### config.mk
export PLATFORM = sky130hd
export DESIGN_NAME = qrf_receive_formatter
export DESIGN_NICKNAME = d
export VERILOG_FILES = /design/src/design/qrf_pkg.sv /design/src/design/qrf_receive_formatter.sv /design/src/design/qrf_skid_buffer.sv
export SDC_FILE = /design/constraint.sdc
export NUM_CORES = 1
export LEC_CHECK = 0
export BUFFER_PORTS_ARGS = -buffer_cell sky130_fd_sc_hd__buf_4
export CAP_MARGIN = 10
export CORE_MARGIN = 8
export CORE_UTILIZATION = 60
export CTS_CLUSTER_DIAMETER = 50
export DETAILED_ROUTE_END_ITERATION = 16
export PLACE_DENSITY_LB_ADDON = 0.08
export SETUP_SLACK_MARGIN = 0.02
export SLEW_MARGIN = 20
export SYNTH_ARGS = -nofsm -noshare
export SYNTH_HDL_FRONTEND = slang
export SYNTH_SLANG_ARGS = --single-unit
### constraint.sdc
create_clock -name clk -period 22.8 [get_ports clk]
set_clock_uncertainty 0.05 [all_clocks]
set_input_delay 4.56 -clock clk [delete_from_list [all_inputs] [get_ports clk]]
set_output_delay 4.56 -clock clk [all_outputs]
set_load 0.02 [all_outputs]
### src/design/qrf_pkg.sv
// Package: constants and types for the quadlet receive formatter
// How it works
// - Host FIFO stream starts every packet with the generated status trailer.
// - FIFO second quadlet: target address high, tag/retry/code/priority low.
// - FIFO third quadlet: sender high, offset upper low; fourth is offset lower.
// - Data quadlet only for write requests and read responses; else omitted.
// - Data-mover first quadlet: target address high, packet control low.
// - Data-mover second/third quadlets: sender, 48-bit offset; data fourth.
// - Data-mover stream ends every packet with the status trailer.
// - Trailer count equals header plus payload quadlets, trailer excluded.
// - Trailer holds the 5-bit acknowledge result of the packet.
// - Trailer speed code 00/01/10 for 100/200/400; 11 flagged undefined.
// - Target address is 10-bit bus number above 6-bit node number.
// - Retry code 00 new, 01 retry_X, 10 retry_A, 11 retry_B.
// - In cable mode the priority field is reported as zeros.
// - Offset quadlet aligned; lock responses keep response code, zero reserved.
// - Transaction tag passes through unchanged.
// - Sender field carries the transmitting node identifier.
package qrf_pkg;
  localparam int QUAD_W        = 32;
  localparam int ADDR_W        = 8;
  // Trailer field layout (bit 0 = LSB)
  localparam int TRL_COUNT_LSB = 16;
  localparam int TRL_COUNT_W   = 14;
  localparam int TRL_ACK_LSB   = 8;
  localparam int ACK_W         = 5;
  localparam int TRL_SPD_LSB   = 4;
  localparam int SPD_W         = 2;
  // Packet control field layout
  localparam int TAG_LSB       = 10;
  localparam int TAG_W         = 6;
  localparam int RETRY_LSB     = 8;
  localparam int TRANSACTION_CODE_LSB     = 4;
  localparam int TRANSACTION_CODE_W       = 4;
  localparam int PRIO_W        = 4;
  localparam int BUS_W         = 10;
  localparam int NODE_W        = 6;
  localparam int OFFSET_W      = 48;
  localparam int LOCK_RCODE_W  = 4;
  // Transaction codes of quadlet packets
  localparam logic [3:0] TRANSACTION_CODE_WR_QUAD_REQ  = 4'h0;
  localparam logic [3:0] TRANSACTION_CODE_WR_RESP      = 4'h2;
  localparam logic [3:0] TRANSACTION_CODE_RD_QUAD_REQ  = 4'h4;
  localparam logic [3:0] TRANSACTION_CODE_RD_QUAD_RESP = 4'h6;
  localparam logic [3:0] TRANSACTION_CODE_LOCK_RESP    = 4'hb;
  // Speed and retry codes
  localparam logic [1:0] SPD_100       = 2'h0;
  localparam logic [1:0] SPD_200       = 2'h1;
  localparam logic [1:0] SPD_400       = 2'h2;
  localparam logic [1:0] SPD_UNDEF     = 2'h3;
  localparam logic [1:0] RETRY_NEW     = 2'h0;
  localparam logic [1:0] RETRY_X       = 2'h1;
  localparam logic [1:0] RETRY_A       = 2'h2;
  localparam logic [1:0] RETRY_B       = 2'h3;
  // Quadlets before the data quadlet
  localparam logic [2:0] HDR_QUADS     = 3'h3;
  // Register map
  localparam logic [7:0] ADDR_CTRL     = 8'h00;
  localparam logic [7:0] ADDR_STATUS   = 8'h04;
  localparam logic [7:0] ADDR_PKTCOUNT = 8'h08;
  localparam logic [7:0] ADDR_TRAILER  = 8'h0c;
  localparam int CTRL_ENABLE_BIT       = 0;
  localparam int CTRL_CABLE_BIT        = 1;
  localparam logic [1:0] CTRL_RESET    = 2'h3;
  localparam int STATUS_BUSY_BIT       = 0;
  localparam int STATUS_UNDEF_BIT      = 1;
  localparam logic [1:0] RESP_OKAY     = 2'h0;
  localparam logic [1:0] RESP_SLVERR   = 2'h2;
  // Register select codes
  localparam logic [2:0] SEL_CTRL      = 3'h0;
  localparam logic [2:0] SEL_STATUS    = 3'h1;
  localparam logic [2:0] SEL_PKTCOUNT  = 3'h2;
  localparam logic [2:0] SEL_TRAILER   = 3'h3;
  localparam logic [2:0] SEL_NONE      = 3'h7;

  typedef enum logic {ST_IDLE, ST_EMIT} qrf_state_e;
endpackage

### src/design/qrf_receive_formatter.sv
// Quadlet receive formatter: builds FIFO and data-mover streams, AXI4-Lite regs
//
// The AXI4-Lite register port and the register addresses were chosen for this implementation.
`timescale 1ns/1ns
module qrf_receive_formatter (
  // Clock and reset
  input  wire logic                    clk,
  input  wire logic                    rst,
  // AXI4-Lite write address and data
  input  wire logic                    s_axi_awvalid,
  input  wire logic [7:0]              s_axi_awaddr,
  output logic                         s_axi_awready,
  input  wire logic                    s_axi_wvalid,
  input  wire logic [31:0]             s_axi_wdata,
  input  wire logic [3:0]              s_axi_wstrb,
  output logic                         s_axi_wready,
  // AXI4-Lite write response
  output logic                         s_axi_bvalid,
  output logic [1:0]                   s_axi_bresp,
  input  wire logic                    s_axi_bready,
  // AXI4-Lite read
  input  wire logic                    s_axi_arvalid,
  input  wire logic [7:0]              s_axi_araddr,
  output logic                         s_axi_arready,
  output logic                         s_axi_rvalid,
  output logic [31:0]                  s_axi_rdata,
  output logic [1:0]                   s_axi_rresp,
  input  wire logic                    s_axi_rready,
  // Received packet, one per handshake
  input  wire logic                    rxValid,
  output logic                         rxReady,
  input  wire logic [9:0]              rxBusNumber,
  input  wire logic [5:0]              rxNodeNumber,
  input  wire logic [5:0]              rxTransactionTag,
  input  wire logic [1:0]              rxRetryCode,
  input  wire logic [3:0]              rxTransactionCode,
  input  wire logic [3:0]              rxPriority,
  input  wire logic [15:0]             rxSenderNodeAddress,
  input  wire logic [47:0]             rxTargetOffset,
  input  wire logic [31:0]             rxQuadletData,
  input  wire logic [4:0]              rxAckResult,
  input  wire logic [1:0]              rxSpeed,
  // Host FIFO quadlet stream
  output logic                         fifoValid,
  output logic [31:0]                  fifoData,
  output logic                         fifoLast,
  input  wire logic                    fifoReady,
  // Data-mover quadlet stream
  output logic                         dmValid,
  output logic [31:0]                  dmData,
  output logic                         dmLast,
  input  wire logic                    dmReady
);
  // Picks word k (0..3) of the data-mover ordering: three header words, then data
  function automatic logic [31:0] pickWord(input logic [2:0] k, input logic [31:0] w0,
                                           input logic [31:0] w1, input logic [31:0] w2,
                                           input logic [31:0] w3);
    logic [31:0] r;
    r = w3;
    if (k == 3'h0)
      r = w0;
    else if (k == 3'h1)
      r = w1;
    else if (k == 3'h2)
      r = w2;
    return r;
  endfunction

  // Register select from a byte address; shared by read and write paths
  function automatic logic [2:0] regSelect(input logic [7:0] addr);
    logic [2:0] s;
    s = qrf_pkg::SEL_NONE;
    if (addr == qrf_pkg::ADDR_CTRL)
      s = qrf_pkg::SEL_CTRL;
    else if (addr == qrf_pkg::ADDR_STATUS)
      s = qrf_pkg::SEL_STATUS;
    else if (addr == qrf_pkg::ADDR_PKTCOUNT)
      s = qrf_pkg::SEL_PKTCOUNT;
    else if (addr == qrf_pkg::ADDR_TRAILER)
      s = qrf_pkg::SEL_TRAILER;
    return s;
  endfunction

  // Packet state
  qrf_pkg::qrf_state_e state_q;
  qrf_pkg::qrf_state_e state_d;
  logic        rxReady_q;
  logic [31:0] hdr0_q;
  logic [31:0] hdr1_q;
  logic [31:0] hdr2_q;
  logic [31:0] data_q;
  logic [31:0] trailer_q;
  logic [2:0]  lastIdx_q;
  logic [2:0]  fifoIdx_q;
  logic [2:0]  dmIdx_q;
  logic        fifoDone_q;
  logic        dmDone_q;
  // Register file
  logic [1:0]  ctrl_q;
  logic        undefSpeed_q;
  logic [31:0] pktCount_q;
  logic [31:0] lastTrailer_q;
  // AXI state
  logic        awHeld_q;
  logic        wHeld_q;
  logic [7:0]  awAddr_q;
  logic [31:0] wData_q;
  logic [3:0]  wStrb_q;
  logic        awready_q;
  logic        wready_q;
  logic        bvalid_q;
  logic [1:0]  bresp_q;
  logic        arready_q;
  logic        rvalid_q;
  logic [31:0] rdata_q;
  logic [1:0]  rresp_q;

  // Packet capture and field formatting
  logic        take;
  logic        hasData;
  logic        isLock;
  logic [15:0] targetAddr;
  logic [3:0]  prioOut;
  logic [47:0] offsetOut;
  logic [2:0]  quadCount;
  logic [31:0] trailerWord;
  logic [31:0] hdr0Word;
  logic [31:0] hdr1Word;

  assign take       = rxValid & rxReady_q & (state_q == qrf_pkg::ST_IDLE);
  // Data quadlet only for write request and read response
  assign hasData    = (rxTransactionCode == qrf_pkg::TRANSACTION_CODE_WR_QUAD_REQ) |
                      (rxTransactionCode == qrf_pkg::TRANSACTION_CODE_RD_QUAD_RESP);
  assign isLock     = rxTransactionCode == qrf_pkg::TRANSACTION_CODE_LOCK_RESP;
  assign targetAddr = {rxBusNumber, rxNodeNumber};
  // Cable mode forces priority to zero
  assign prioOut    = ctrl_q[qrf_pkg::CTRL_CABLE_BIT] ? 4'h0 : rxPriority;
  // Quadlet aligned; lock response keeps its code, reserved bits cleared
  assign offsetOut  = isLock ?
                      {rxTargetOffset[47:44], 12'h000, rxTargetOffset[31:2], 2'h0} :
                      {rxTargetOffset[47:2], 2'h0};
  // Header plus payload quadlets, trailer not counted
  assign quadCount  = qrf_pkg::HDR_QUADS + {2'h0, hasData};
  // All other trailer bits stay zero
  assign trailerWord = {2'h0, 11'h000, quadCount, 3'h0, rxAckResult, 2'h0, rxSpeed,
                        4'h0};
  // Target address above tag, retry, code and priority
  assign hdr0Word   = {targetAddr, rxTransactionTag, rxRetryCode, rxTransactionCode,
                       prioOut};
  assign hdr1Word   = {rxSenderNodeAddress, offsetOut[47:32]};

  // Stream word selection
  logic        fifoInValid;
  logic        fifoInReady;
  logic [31:0] fifoWord;
  logic        fifoWordLast;
  logic        fifoPush;
  logic        dmInValid;
  logic        dmInReady;
  logic [31:0] dmWord;
  logic        dmWordLast;
  logic        dmPush;
  logic        fifoFinish;
  logic        dmFinish;

  assign fifoInValid  = (state_q == qrf_pkg::ST_EMIT) & ~fifoDone_q;
  assign dmInValid    = (state_q == qrf_pkg::ST_EMIT) & ~dmDone_q;
  // FIFO: trailer first, then header and data
  assign fifoWord     = (fifoIdx_q == 3'h0) ? trailer_q :
                        pickWord(fifoIdx_q - 3'h1, hdr0_q, hdr1_q, hdr2_q, data_q);
  // Data mover: header and data first, trailer last
  assign dmWord       = (dmIdx_q == lastIdx_q) ? trailer_q :
                        pickWord(dmIdx_q, hdr0_q, hdr1_q, hdr2_q, data_q);
  assign fifoWordLast = fifoIdx_q == lastIdx_q;
  assign dmWordLast   = dmIdx_q == lastIdx_q;
  assign fifoPush     = fifoInValid & fifoInReady;
  assign dmPush       = dmInValid & dmInReady;
  assign fifoFinish   = fifoDone_q | (fifoPush & fifoWordLast);
  assign dmFinish     = dmDone_q | (dmPush & dmWordLast);

  // Next state: next packet only once both streams hold the whole packet
  always_comb
  begin
    state_d = state_q;
    case (state_q)
      qrf_pkg::ST_IDLE:
        if (take)
          state_d = qrf_pkg::ST_EMIT;
      qrf_pkg::ST_EMIT:
        if (fifoFinish & dmFinish)
          state_d = qrf_pkg::ST_IDLE;
      default:
        state_d = qrf_pkg::ST_IDLE;
    endcase
  end

  // State and receive ready; enable bit gates new packets
  always_ff @(posedge clk or posedge rst)
    if (rst)
    begin
      state_q   <= qrf_pkg::ST_IDLE;
      rxReady_q <= 1'b0;
    end
    else
    begin
      state_q   <= state_d;
      rxReady_q <= (state_d == qrf_pkg::ST_IDLE) & ctrl_q[qrf_pkg::CTRL_ENABLE_BIT];
    end

  // Packet words held for the whole emission
  always_ff @(posedge clk or posedge rst)
    if (rst)
    begin
      hdr0_q    <= '0;
      hdr1_q    <= '0;
      hdr2_q    <= '0;
      data_q    <= '0;
      trailer_q <= '0;
      lastIdx_q <= '0;
    end
    else if (take)
    begin
      hdr0_q    <= hdr0Word;
      hdr1_q    <= hdr1Word;
      hdr2_q    <= offsetOut[31:0];
      data_q    <= rxQuadletData;
      trailer_q <= trailerWord;
      lastIdx_q <= quadCount;
    end

  // Independent word indices, so one stalled stream does not stall the other
  always_ff @(posedge clk or posedge rst)
    if (rst)
    begin
      fifoIdx_q  <= '0;
      dmIdx_q    <= '0;
      fifoDone_q <= 1'b0;
      dmDone_q   <= 1'b0;
    end
    else if (take)
    begin
      fifoIdx_q  <= '0;
      dmIdx_q    <= '0;
      fifoDone_q <= 1'b0;
      dmDone_q   <= 1'b0;
    end
    else
    begin
      if (fifoPush)
        fifoIdx_q <= fifoIdx_q + 3'h1;
      if (dmPush)
        dmIdx_q <= dmIdx_q + 3'h1;
      fifoDone_q <= fifoFinish;
      dmDone_q   <= dmFinish;
    end

  // Output buffers: a stalled reader loses no quadlet
  qrf_skid_buffer #(.WIDTH(33)) fifoBuf (
    .clk      (clk),
    .rst      (rst),
    .inValid  (fifoInValid),
    .inData   ({fifoWordLast, fifoWord}),
    .inReady  (fifoInReady),
    .outValid (fifoValid),
    .outData  ({fifoLast, fifoData}),
    .outReady (fifoReady)
  );

  qrf_skid_buffer #(.WIDTH(33)) dmBuf (
    .clk      (clk),
    .rst      (rst),
    .inValid  (dmInValid),
    .inData   ({dmWordLast, dmWord}),
    .inReady  (dmInReady),
    .outValid (dmValid),
    .outData  ({dmLast, dmData}),
    .outReady (dmReady)
  );

  // AXI write channel bookkeeping
  logic        awTake;
  logic        wTake;
  logic        wrFire;
  logic        awHeldD;
  logic        wHeldD;
  logic        bvalidD;
  logic [2:0]  wrSel;
  logic        undefSet;
  logic        undefClr;

  assign awTake   = s_axi_awvalid & awready_q;
  assign wTake    = s_axi_wvalid & wready_q;
  assign wrFire   = awHeld_q & wHeld_q & ~bvalid_q;
  assign awHeldD  = (awHeld_q | awTake) & ~wrFire;
  assign wHeldD   = (wHeld_q | wTake) & ~wrFire;
  assign bvalidD  = wrFire | (bvalid_q & ~s_axi_bready);
  assign wrSel    = regSelect(awAddr_q);
  // Undefined speed code seen; new event beats a same-cycle clear
  assign undefSet = take & (rxSpeed == qrf_pkg::SPD_UNDEF);
  assign undefClr = wrFire & (wrSel == qrf_pkg::SEL_STATUS) & wStrb_q[0] &
                    wData_q[qrf_pkg::STATUS_UNDEF_BIT];

  // Address and data latches, taken in either order
  always_ff @(posedge clk or posedge rst)
    if (rst)
    begin
      awHeld_q  <= 1'b0;
      wHeld_q   <= 1'b0;
      awAddr_q  <= '0;
      wData_q   <= '0;
      wStrb_q   <= '0;
      awready_q <= 1'b0;
      wready_q  <= 1'b0;
    end
    else
    begin
      awHeld_q  <= awHeldD;
      wHeld_q   <= wHeldD;
      awready_q <= ~awHeldD & ~bvalidD;
      wready_q  <= ~wHeldD & ~bvalidD;
      if (awTake)
        awAddr_q <= s_axi_awaddr;
      if (wTake)
      begin
        wData_q <= s_axi_wdata;
        wStrb_q <= s_axi_wstrb;
      end
    end

  // Write response; unmapped addresses answer SLVERR
  always_ff @(posedge clk or posedge rst)
    if (rst)
    begin
      bvalid_q <= 1'b0;
      bresp_q  <= qrf_pkg::RESP_OKAY;
    end
    else
    begin
      bvalid_q <= bvalidD;
      if (wrFire)
        bresp_q <= (wrSel == qrf_pkg::SEL_NONE) ? qrf_pkg::RESP_SLVERR : qrf_pkg::RESP_OKAY;
    end

  // Control register and status counters
  always_ff @(posedge clk or posedge rst)
    if (rst)
    begin
      ctrl_q        <= qrf_pkg::CTRL_RESET;
      undefSpeed_q  <= 1'b0;
      pktCount_q    <= '0;
      lastTrailer_q <= '0;
    end
    else
    begin
      if (wrFire & (wrSel == qrf_pkg::SEL_CTRL) & wStrb_q[0])
        ctrl_q <= wData_q[1:0];
      undefSpeed_q <= undefSet | (undefSpeed_q & ~undefClr);
      if (take)
      begin
        pktCount_q    <= pktCount_q + 32'h1;
        lastTrailer_q <= trailerWord;
      end
    end

  // AXI read path, answer one cycle after the address is taken
  logic        arTake;
  logic        rvalidD;
  logic [2:0]  rdSel;
  logic [31:0] rdWord;

  assign arTake  = s_axi_arvalid & arready_q;
  assign rvalidD = arTake | (rvalid_q & ~s_axi_rready);
  assign rdSel   = regSelect(s_axi_araddr);
  assign rdWord  = (rdSel == qrf_pkg::SEL_CTRL)     ? {30'h0, ctrl_q} :
                   (rdSel == qrf_pkg::SEL_STATUS)   ?
                     {30'h0, undefSpeed_q, state_q == qrf_pkg::ST_EMIT} :
                   (rdSel == qrf_pkg::SEL_PKTCOUNT) ? pktCount_q :
                   (rdSel == qrf_pkg::SEL_TRAILER)  ? lastTrailer_q : 32'h0;

  // Read data held until rready
  always_ff @(posedge clk or posedge rst)
    if (rst)
    begin
      arready_q <= 1'b0;
      rvalid_q  <= 1'b0;
      rdata_q   <= '0;
      rresp_q   <= qrf_pkg::RESP_OKAY;
    end
    else
    begin
      arready_q <= ~rvalidD;
      rvalid_q  <= rvalidD;
      if (arTake)
      begin
        rdata_q <= rdWord;
        rresp_q <= (rdSel == qrf_pkg::SEL_NONE) ? qrf_pkg::RESP_SLVERR : qrf_pkg::RESP_OKAY;
      end
    end

  // Bus outputs straight from flops
  assign s_axi_awready = awready_q;
  assign s_axi_wready  = wready_q;
  assign s_axi_bvalid  = bvalid_q;
  assign s_axi_bresp   = bresp_q;
  assign s_axi_arready = arready_q;
  assign s_axi_rvalid  = rvalid_q;
  assign s_axi_rdata   = rdata_q;
  assign s_axi_rresp   = rresp_q;
  assign rxReady       = rxReady_q;
endmodule // qrf_receive_formatter

### src/design/qrf_skid_buffer.sv
// Two-entry buffer with registered outputs on both sides
`timescale 1ns/1ns
module qrf_skid_buffer #(
  parameter int WIDTH = 33
) (
  // Clock and reset
  input  wire logic             clk,
  input  wire logic             rst,
  // Filling side
  input  wire logic             inValid,
  input  wire logic [WIDTH-1:0] inData,
  output logic                  inReady,
  // Draining side
  output logic                  outValid,
  output logic [WIDTH-1:0]      outData,
  input  wire logic             outReady
);
  logic             outValid_q;
  logic [WIDTH-1:0] outData_q;
  logic             skidValid_q;
  logic [WIDTH-1:0] skidData_q;
  logic             inReady_q;
  logic             push;
  logic             drain;

  // Second entry catches a word while the output is stalled
  assign push     = inValid & inReady_q;
  assign drain    = ~outValid_q | outReady;
  assign inReady  = inReady_q;
  assign outValid = outValid_q;
  assign outData  = outData_q;

  // Output entry
  always_ff @(posedge clk or posedge rst)
    if (rst)
    begin
      outValid_q <= 1'b0;
      outData_q  <= '0;
    end
    else if (drain)
    begin
      outValid_q <= skidValid_q | push;
      outData_q  <= skidValid_q ? skidData_q : inData;
    end

  // Skid entry and registered ready; ready drops as soon as skid fills
  always_ff @(posedge clk or posedge rst)
    if (rst)
    begin
      skidValid_q <= 1'b0;
      skidData_q  <= '0;
      inReady_q   <= 1'b0;
    end
    else
    begin
      if (drain)
        skidValid_q <= 1'b0;
      else if (push)
      begin
        skidValid_q <= 1'b1;
        skidData_q  <= inData;
      end
      inReady_q <= drain | ~(skidValid_q | push);
    end
endmodule // qrf_skid_buffer

## Yosys cells after proc, flatten, opt, wreduce, memory -nomap -nowiden

Index checks and enable logic that the tools add are counted.

- Flip-flop bits (word level): 378
- Bits of input ports: 197
- Logic and storage cells: 178

- Add/sub/neg operators: 5
- Equality and inequality tests: 21
- Muxes and demuxes: 39
- Bitwise logic cells: 61
- Reductions and logical operators: 14

Operators by type and width:

| operator | number |
|---|---|
| 32-bit 2-to-1 mux | 11 |
| 33-bit 2-to-1 mux | 2 |
| 44-bit 2-to-1 mux | 1 |
| 3-bit 2-to-1 mux | 12 |
| 32-bit by 1-bit adder with 32-bit output (second input constant) | 1 |
| 8-bit by 4-bit equality test with 1-bit output (second input constant) | 4 |
| 1-bit bitwise AND | 28 |
| 19-bit 2-to-1 mux | 1 |
| 1-bit inverter | 19 |
| 8-bit by 3-bit equality test with 1-bit output (second input constant) | 2 |
| 8-bit zero test | 2 |
| 3-bit zero test | 5 |
| 1-bit OR | 14 |
| 3-bit by 1-bit equality test with 1-bit output (second input constant) | 4 |
| 3-bit by 2-bit equality test with 1-bit output (second input constant) | 4 |
| 1-bit 2-to-1 mux | 8 |
| 2-bit nonzero test | 4 |
| 3-bit by 1-bit adder with 3-bit output (second input constant) | 2 |
| 3-bit equality test | 2 |
| 3-bit equality test (second input constant) | 2 |
| 4-bit by 3-bit equality test with 1-bit output (second input constant) | 1 |
| 4-bit equality test (second input constant) | 1 |
| 4-bit zero test | 1 |
| 2-bit 2-to-1 mux | 2 |
| 6 further kinds | 7 |

## Logic depth before layout (Yosys ltp)

- Depth after elaboration: 12
- Mapped depth: 9

## Cells and area by module

A second synthesis with hierarchy kept.

- Cells, all modules: 1697
- Area, all modules: 18196.2 um2

By module, submodules not included:

| module | times used | cells each | area an instance (um2) | seq. area each (um2) |
|---|---|---|---|---|
| qrf_receive_formatter | 1 | 1325 | 11740.0 | 5808.1 |
| qrf_skid_buffer | 2 | 186 | 3228.1 | 1726.7 |

## Least setup slack after synthesis

No wires, ideal clock.

- Path type: input-to-reg
- Start point: in s_axi_araddr[4]
- End point: reg rdata_q[13], in the netlist s_axi_rdata[13]
- Library setup time: 66 ps
- Data arrival time: 5890 ps
- Required time: 22684 ps
- Setup slack: 16794 ps
- Stages: 5
- Path buffers: 1
- Cell sequence: or4_1 > nor4_2 > and2_1 > buf_4 > a22o_1

- Word-level cells in the longest chain between the ends: 9
- Elaborated cells on any way between the ends: 14
- Those cells by class: 5 x eq/ne; 7 x mux; 2 x reduce/logical

Ends and longest elaborated chain:

| element | RTL line | text |
|---|---|---|
| from (decl) | qrf_receive_formatter.sv:23 | `input wire logic [7:0] s_axi_araddr,` |
| 8-bit by 4-bit equality test with 1-bit output | qrf_receive_formatter.sv:79 | `else if (addr == qrf_pkg::ADDR_TRAILER)` |
| 3-bit 2-to-1 mux | qrf_receive_formatter.sv:79 |  |
| 3-bit 2-to-1 mux | qrf_receive_formatter.sv:77 | `else if (addr == qrf_pkg::ADDR_PKTCOUNT)` |
| 3-bit 2-to-1 mux | qrf_receive_formatter.sv:75 | `else if (addr == qrf_pkg::ADDR_STATUS)` |
| 3-bit 2-to-1 mux * | qrf_receive_formatter.sv:73 | `if (addr == qrf_pkg::ADDR_CTRL)` |
| 3-bit by 2-bit equality test with 1-bit output | qrf_receive_formatter.sv:377 | `(rdSel == qrf_pkg::SEL_PKTCOUNT) ? pktCount_q :` |
| 32-bit 2-to-1 mux | qrf_receive_formatter.sv:377 |  |
| 32-bit 2-to-1 mux | qrf_receive_formatter.sv:375 | `(rdSel == qrf_pkg::SEL_STATUS) ?` |
| 32-bit 2-to-1 mux * | qrf_receive_formatter.sv:374 | `assign rdWord = (rdSel == qrf_pkg::SEL_CTRL) ? {30'h0, ctrl_q} :` |
| to (signal assigned) | qrf_receive_formatter.sv:395 | `rdata_q <= rdWord;` |
| to (decl) | qrf_receive_formatter.sv:115 | `logic [31:0] rdata_q;` |

Every way passes the cells marked *; elsewhere a longest branch is shown, timed or not.
A chain may end at the register's enable or synchronous reset.

## Worst setup path after layout

- Start point: in s_axi_araddr[4]
- End point: reg rdata_q[19], in the netlist s_axi_rdata[19]

The elaborated chain is that of the path after synthesis.

==> results list <==
- The internal power of the cells totals about 1.6 mW.
* Worst hold path startpoint: pktCount_q[31]
- The floorplan step defined a core boundary enclosing around 0.029 mm2.
* Crit start category: input pin
- Along the worst path, the maximum fanout reaches 20.
- Crit Path Class: input pin to flip-flop
- Routability-driven placement finished with a final weighted congestion of approximately 0.87.
* Fin area: ~0.021 mm2
* Layout Area Growth over Synthesis: 20.5%
* Vias per inst: between 6 and 7
* DRT Wirelength: between 50000 and 60000 um
- In the synthesized netlist the dominant register cell turns out to be sky130_fd_sc_hd__dfrtp_1.
- Fin crit period: roughly 6.3 ns
- The first global-routing pass estimated between 80000 and 90000 um of wire.
- Setup repair after global routing left no endpoint under its margin.
- Switch Pwr: 1.02 mW
- Async SR Flop Fraction: 1.00
- Number of standard cells after synthesis: ~1900
* Sequential area share after synthesis: 0.527
* Total cell area at the placement stage: roughly 0.020 mm2
* Per-instance average area after synthesis: ~9.1 um2
- Clock share of power: 0.261
- In this run the tool buffered the top-level ports with approximately 270 buffer cells.
- HPWL Detailed: 35900 um
- After floorplanning, the core was divided into 62 placement rows.
- Via count of the first global-routing pass: roughly 15000
- After clock tree synthesis, the clock-pin slew on the worst setup and hold paths is 0.06 ns.
* Total of endpoints with negative setup slack in the final report: 0
- The clock passes through at most 3 buffers.
- Number of antenna violations at the first check in global routing: 0
- After global routing the overflow that remains totals 0.
- Depth of the CTS H-tree: 2
* Number of endpoints with negative hold slack in the final report: 0
* Pwr Density: roughly 120 mW/mm2
- Switch share: 0.393
* ANT cells: 0
* Top library cells by usage in the layout, fill and taps aside: 549 x sky130_fd_sc_hd__nand2_1, 366 x sky130_fd_sc_hd__dfrtp_1, 294 x sky130_fd_sc_hd__buf_4, 122 x sky130_fd_sc_hd__nor2_1, 97 x sky130_fd_sc_hd__a21oi_1
- Setup slack on the worst reg-to-reg path comes out at roughly 20 ns.
- In this run the static leakage power is around 10 nW.
- Total via count after detailed routing: 15500
- First-pass iteration count of the detailed router: 6
- The netlist uses 57 different library cells.
- Of the total power, combinational logic draws 0.370.
- Most common cell after layout, fill and taps aside: sky130_fd_sc_hd__nand2_1
- Sequential cell fraction of total power: 0.370
- Final ANT Viol Nets: 0
- Startpoint of the lowest-slack register-to-register path: fifoIdx_q[1]
- At the later pin of the worst-skew pair, clock insertion delay measures around 0.54 ns.
* Nets: approximately 2300
* Die height: about 190 um
* Number of sinks handled by clock tree synthesis: 370
- The die is between 150 and 200 um wide.
- Fmax: roughly 0.16 GHz
- Ratio of cells with drive above 1 in the final layout: 0.185
* Portion of the clock cycle consumed by the worst path in the final layout: 0.276
- Buffers inserted during clock tree synthesis total a little over 40.
* Final max-slew violation count: 0
- For the worst flop-to-flop path, the logic depth is 5.
- Pin count of the biggest net entering global routing: between 150 and 200
- Endpoint, Worst Hold: pktCount_q[31]
- After synthesis the netlist holds a flip-flop and latch count of 370.
- The layout has approximately 2100 filler cells.
* Ports: ~310
* Clock tree from TritonCTS: yes
* Max-Slew Margin vs Limit: 0.170
- Number of gates resized after CTS: 0
- R2r endpoint: fifoBuf.outData[9]
- For this configuration, the core starts out at a cell density of 0.611.
* Drt first-iter violations: around 2100
- Measured on the finished design, the core utilization comes to 0.736.
- Counting flops with a built-in enable in the synthesized netlist gives 0.
- Netlist area before placement: 0.0176 mm2
* # Post-CTS Setup Buffers: 0
- TNS Setup: 0 ns
- Yosys printed 0 warnings.
- The tool flagged a number of max-cap violations equal to 0.
* Max IR drop VDD: 71.6 uV
- In this run, post-CTS hold repair placed 0 buffers.
- Routed WL per cell: 20.9 um
* GRT Total Usage: 0.297
- The worst hold path belongs to the class flip-flop to flip-flop.
- The run finished with clean final reports.
* CP Capture Type: flip-flop
* Detailed-route DRC error count: 0
* CP required: approximately 23 ns
- Clock tree synthesis selected as its root buffer the cell sky130_fd_sc_hd__clkbuf_16.
- The floorplan step defined a die boundary enclosing around 0.035 mm2.
* Crit path DAT: 6.71 ns
- Worst-margin pin slew: 1.23 ns
- Number of cells on the worst hold path: 1
how the worst max path moves through the flow:
stage | from | end | slack [ns] | cells after the start
after floorplan | rst | awAddr_q[0] | 7.92 | 1
after global placement | s_axi_arvalid | s_axi_rdata[19] | 15.80 | 5
after detailed placement | s_axi_arvalid | s_axi_rdata[25] | 15.68 | 5
after CTS | s_axi_arvalid | s_axi_rdata[25] | 16.22 | 5
after global routing | s_axi_araddr[4] | s_axi_rdata[25] | 16.35 | 5
final | s_axi_araddr[4] | s_axi_rdata[19] | 16.51 | 5
layout make-up:
| cell class | instances | area [um2] | area share |
|---|---|---|---|
| Sequential cell | 370 | 9260 | 0.437 |
| Multi-Input combinational cell | 1401 | 7720 | 0.364 |
| Timing Repair Buffer | 295 | 2230 | 0.105 |
| Clock buffer | 55 | 1180 | 0.0558 |
| Tap cell | 384 | 480 | 0.0227 |
| Clock inverter | 18 | 210 | 0.00992 |
| Inverter | 25 | 101 | 0.00478 |
logic make-up (layout without fill, tap and decap cells):
family                   after synthesis  in the layout  share of synthesized area
AO/OA/AOI/OAI                        430            430                      0.163
other                                  1              2                   0.000213
AND/OR/NAND/NOR                      891            891                      0.228
multiplexers                          28             28                     0.0169
adder cells (fa/ha/maj)               11             11                    0.00783
flip-flops                           370            370                      0.527
XOR/XNOR                              39             39                     0.0194
buffers and inverters                170            393                     0.0382
critical path: stages:
cell                     delay [ns]
sky130_fd_sc_hd__buf_4         0.11
sky130_fd_sc_hd__or4_1         0.53
sky130_fd_sc_hd__nor4_2        0.51
sky130_fd_sc_hd__and2_1        0.75
sky130_fd_sc_hd__a22o_1        0.24
registers in the layout, indices dropped and copies added (netlist names), 3 cells and up:
signal	flops
awAddr_q	8
data_q	32
dmBuf.outData	33
dmBuf.skidData_q	33
dmIdx_q	3
fifoBuf.outData	33
fifoBuf.skidData_q	33
fifoIdx_q	3
hdr0_q	32
hdr1_q	32
hdr2_q	30
pktCount_q	32
s_axi_rdata	32
trailer_q	7
metal layers:
| layer | global-route usage | vias to the layer above | share of wire | routed length [um] |
|---|---|---|---|---|
| li1 | - | 7153 | - | - |
| met1 | 0.435 | 7512 | 0.44 | 23200 |
| met2 | 0.443 | 799 | 0.45 | 23700 |
| met3 | 0.0699 | 79 | 0.10 | 5410 |
| met4 | 0.0712 | 0 | 0.017 | 915 |
| met5 | 0 | - | 0 | 0 |
per-stage QoR:
step | hold slack (ns) | worst slack (ns) | std cells | total power [mW]
finish | 0.422 | 16.51 | 2548 | 2.60
global route | 0.425 | 16.35 | 2548 | 2.73
global placement | 0.405 | 15.80 | 2475 | 1.87
CTS | 0.420 | 16.22 | 2548 | 2.59
floorplan | 0.392 | 7.92 | 1941 | 1.55
detailed placement | 0.413 | 15.68 | 2475 | 1.90
power by group through the flow:
stage | sequential (mW) | combinational, mW | clock [mW]
global placement | 0.957 | 0.914 | 0
CTS | 0.956 | 0.945 | 0.685
floorplan | 0.980 | 0.566 | 0
global route | 0.980 | 1.04 | 0.710
detailed placement | 0.967 | 0.937 | 0
finish | 0.961 | 0.961 | 0.678
synth_stat cells, drive strengths merged (12+ instances only):
cell     number  area, um2
or3          24        150
o21ai        83        415
o211ai       19        143
dfrtp       368       9210
clkbuf      124        465
nand2       550       2060
inv          25       93.8
nand3b       15        113
a2bb2oi      22        193
xnor2        27        236
a22oi        34        255
xor2         12        105
mux2i        15        150
nor2        124        465
buf          21        113
a22o         36        315
nand3        28        140
nand4        30        194
o21a         23        173
nor3b        28        210
nand4b       21        184
mux2         13        146
a31oi        52        325
a21oi        98        490
nand2b       18        113
o221ai       13        114
o311ai       27        236
Note: power is estimated with default switching activity, not from simulation.
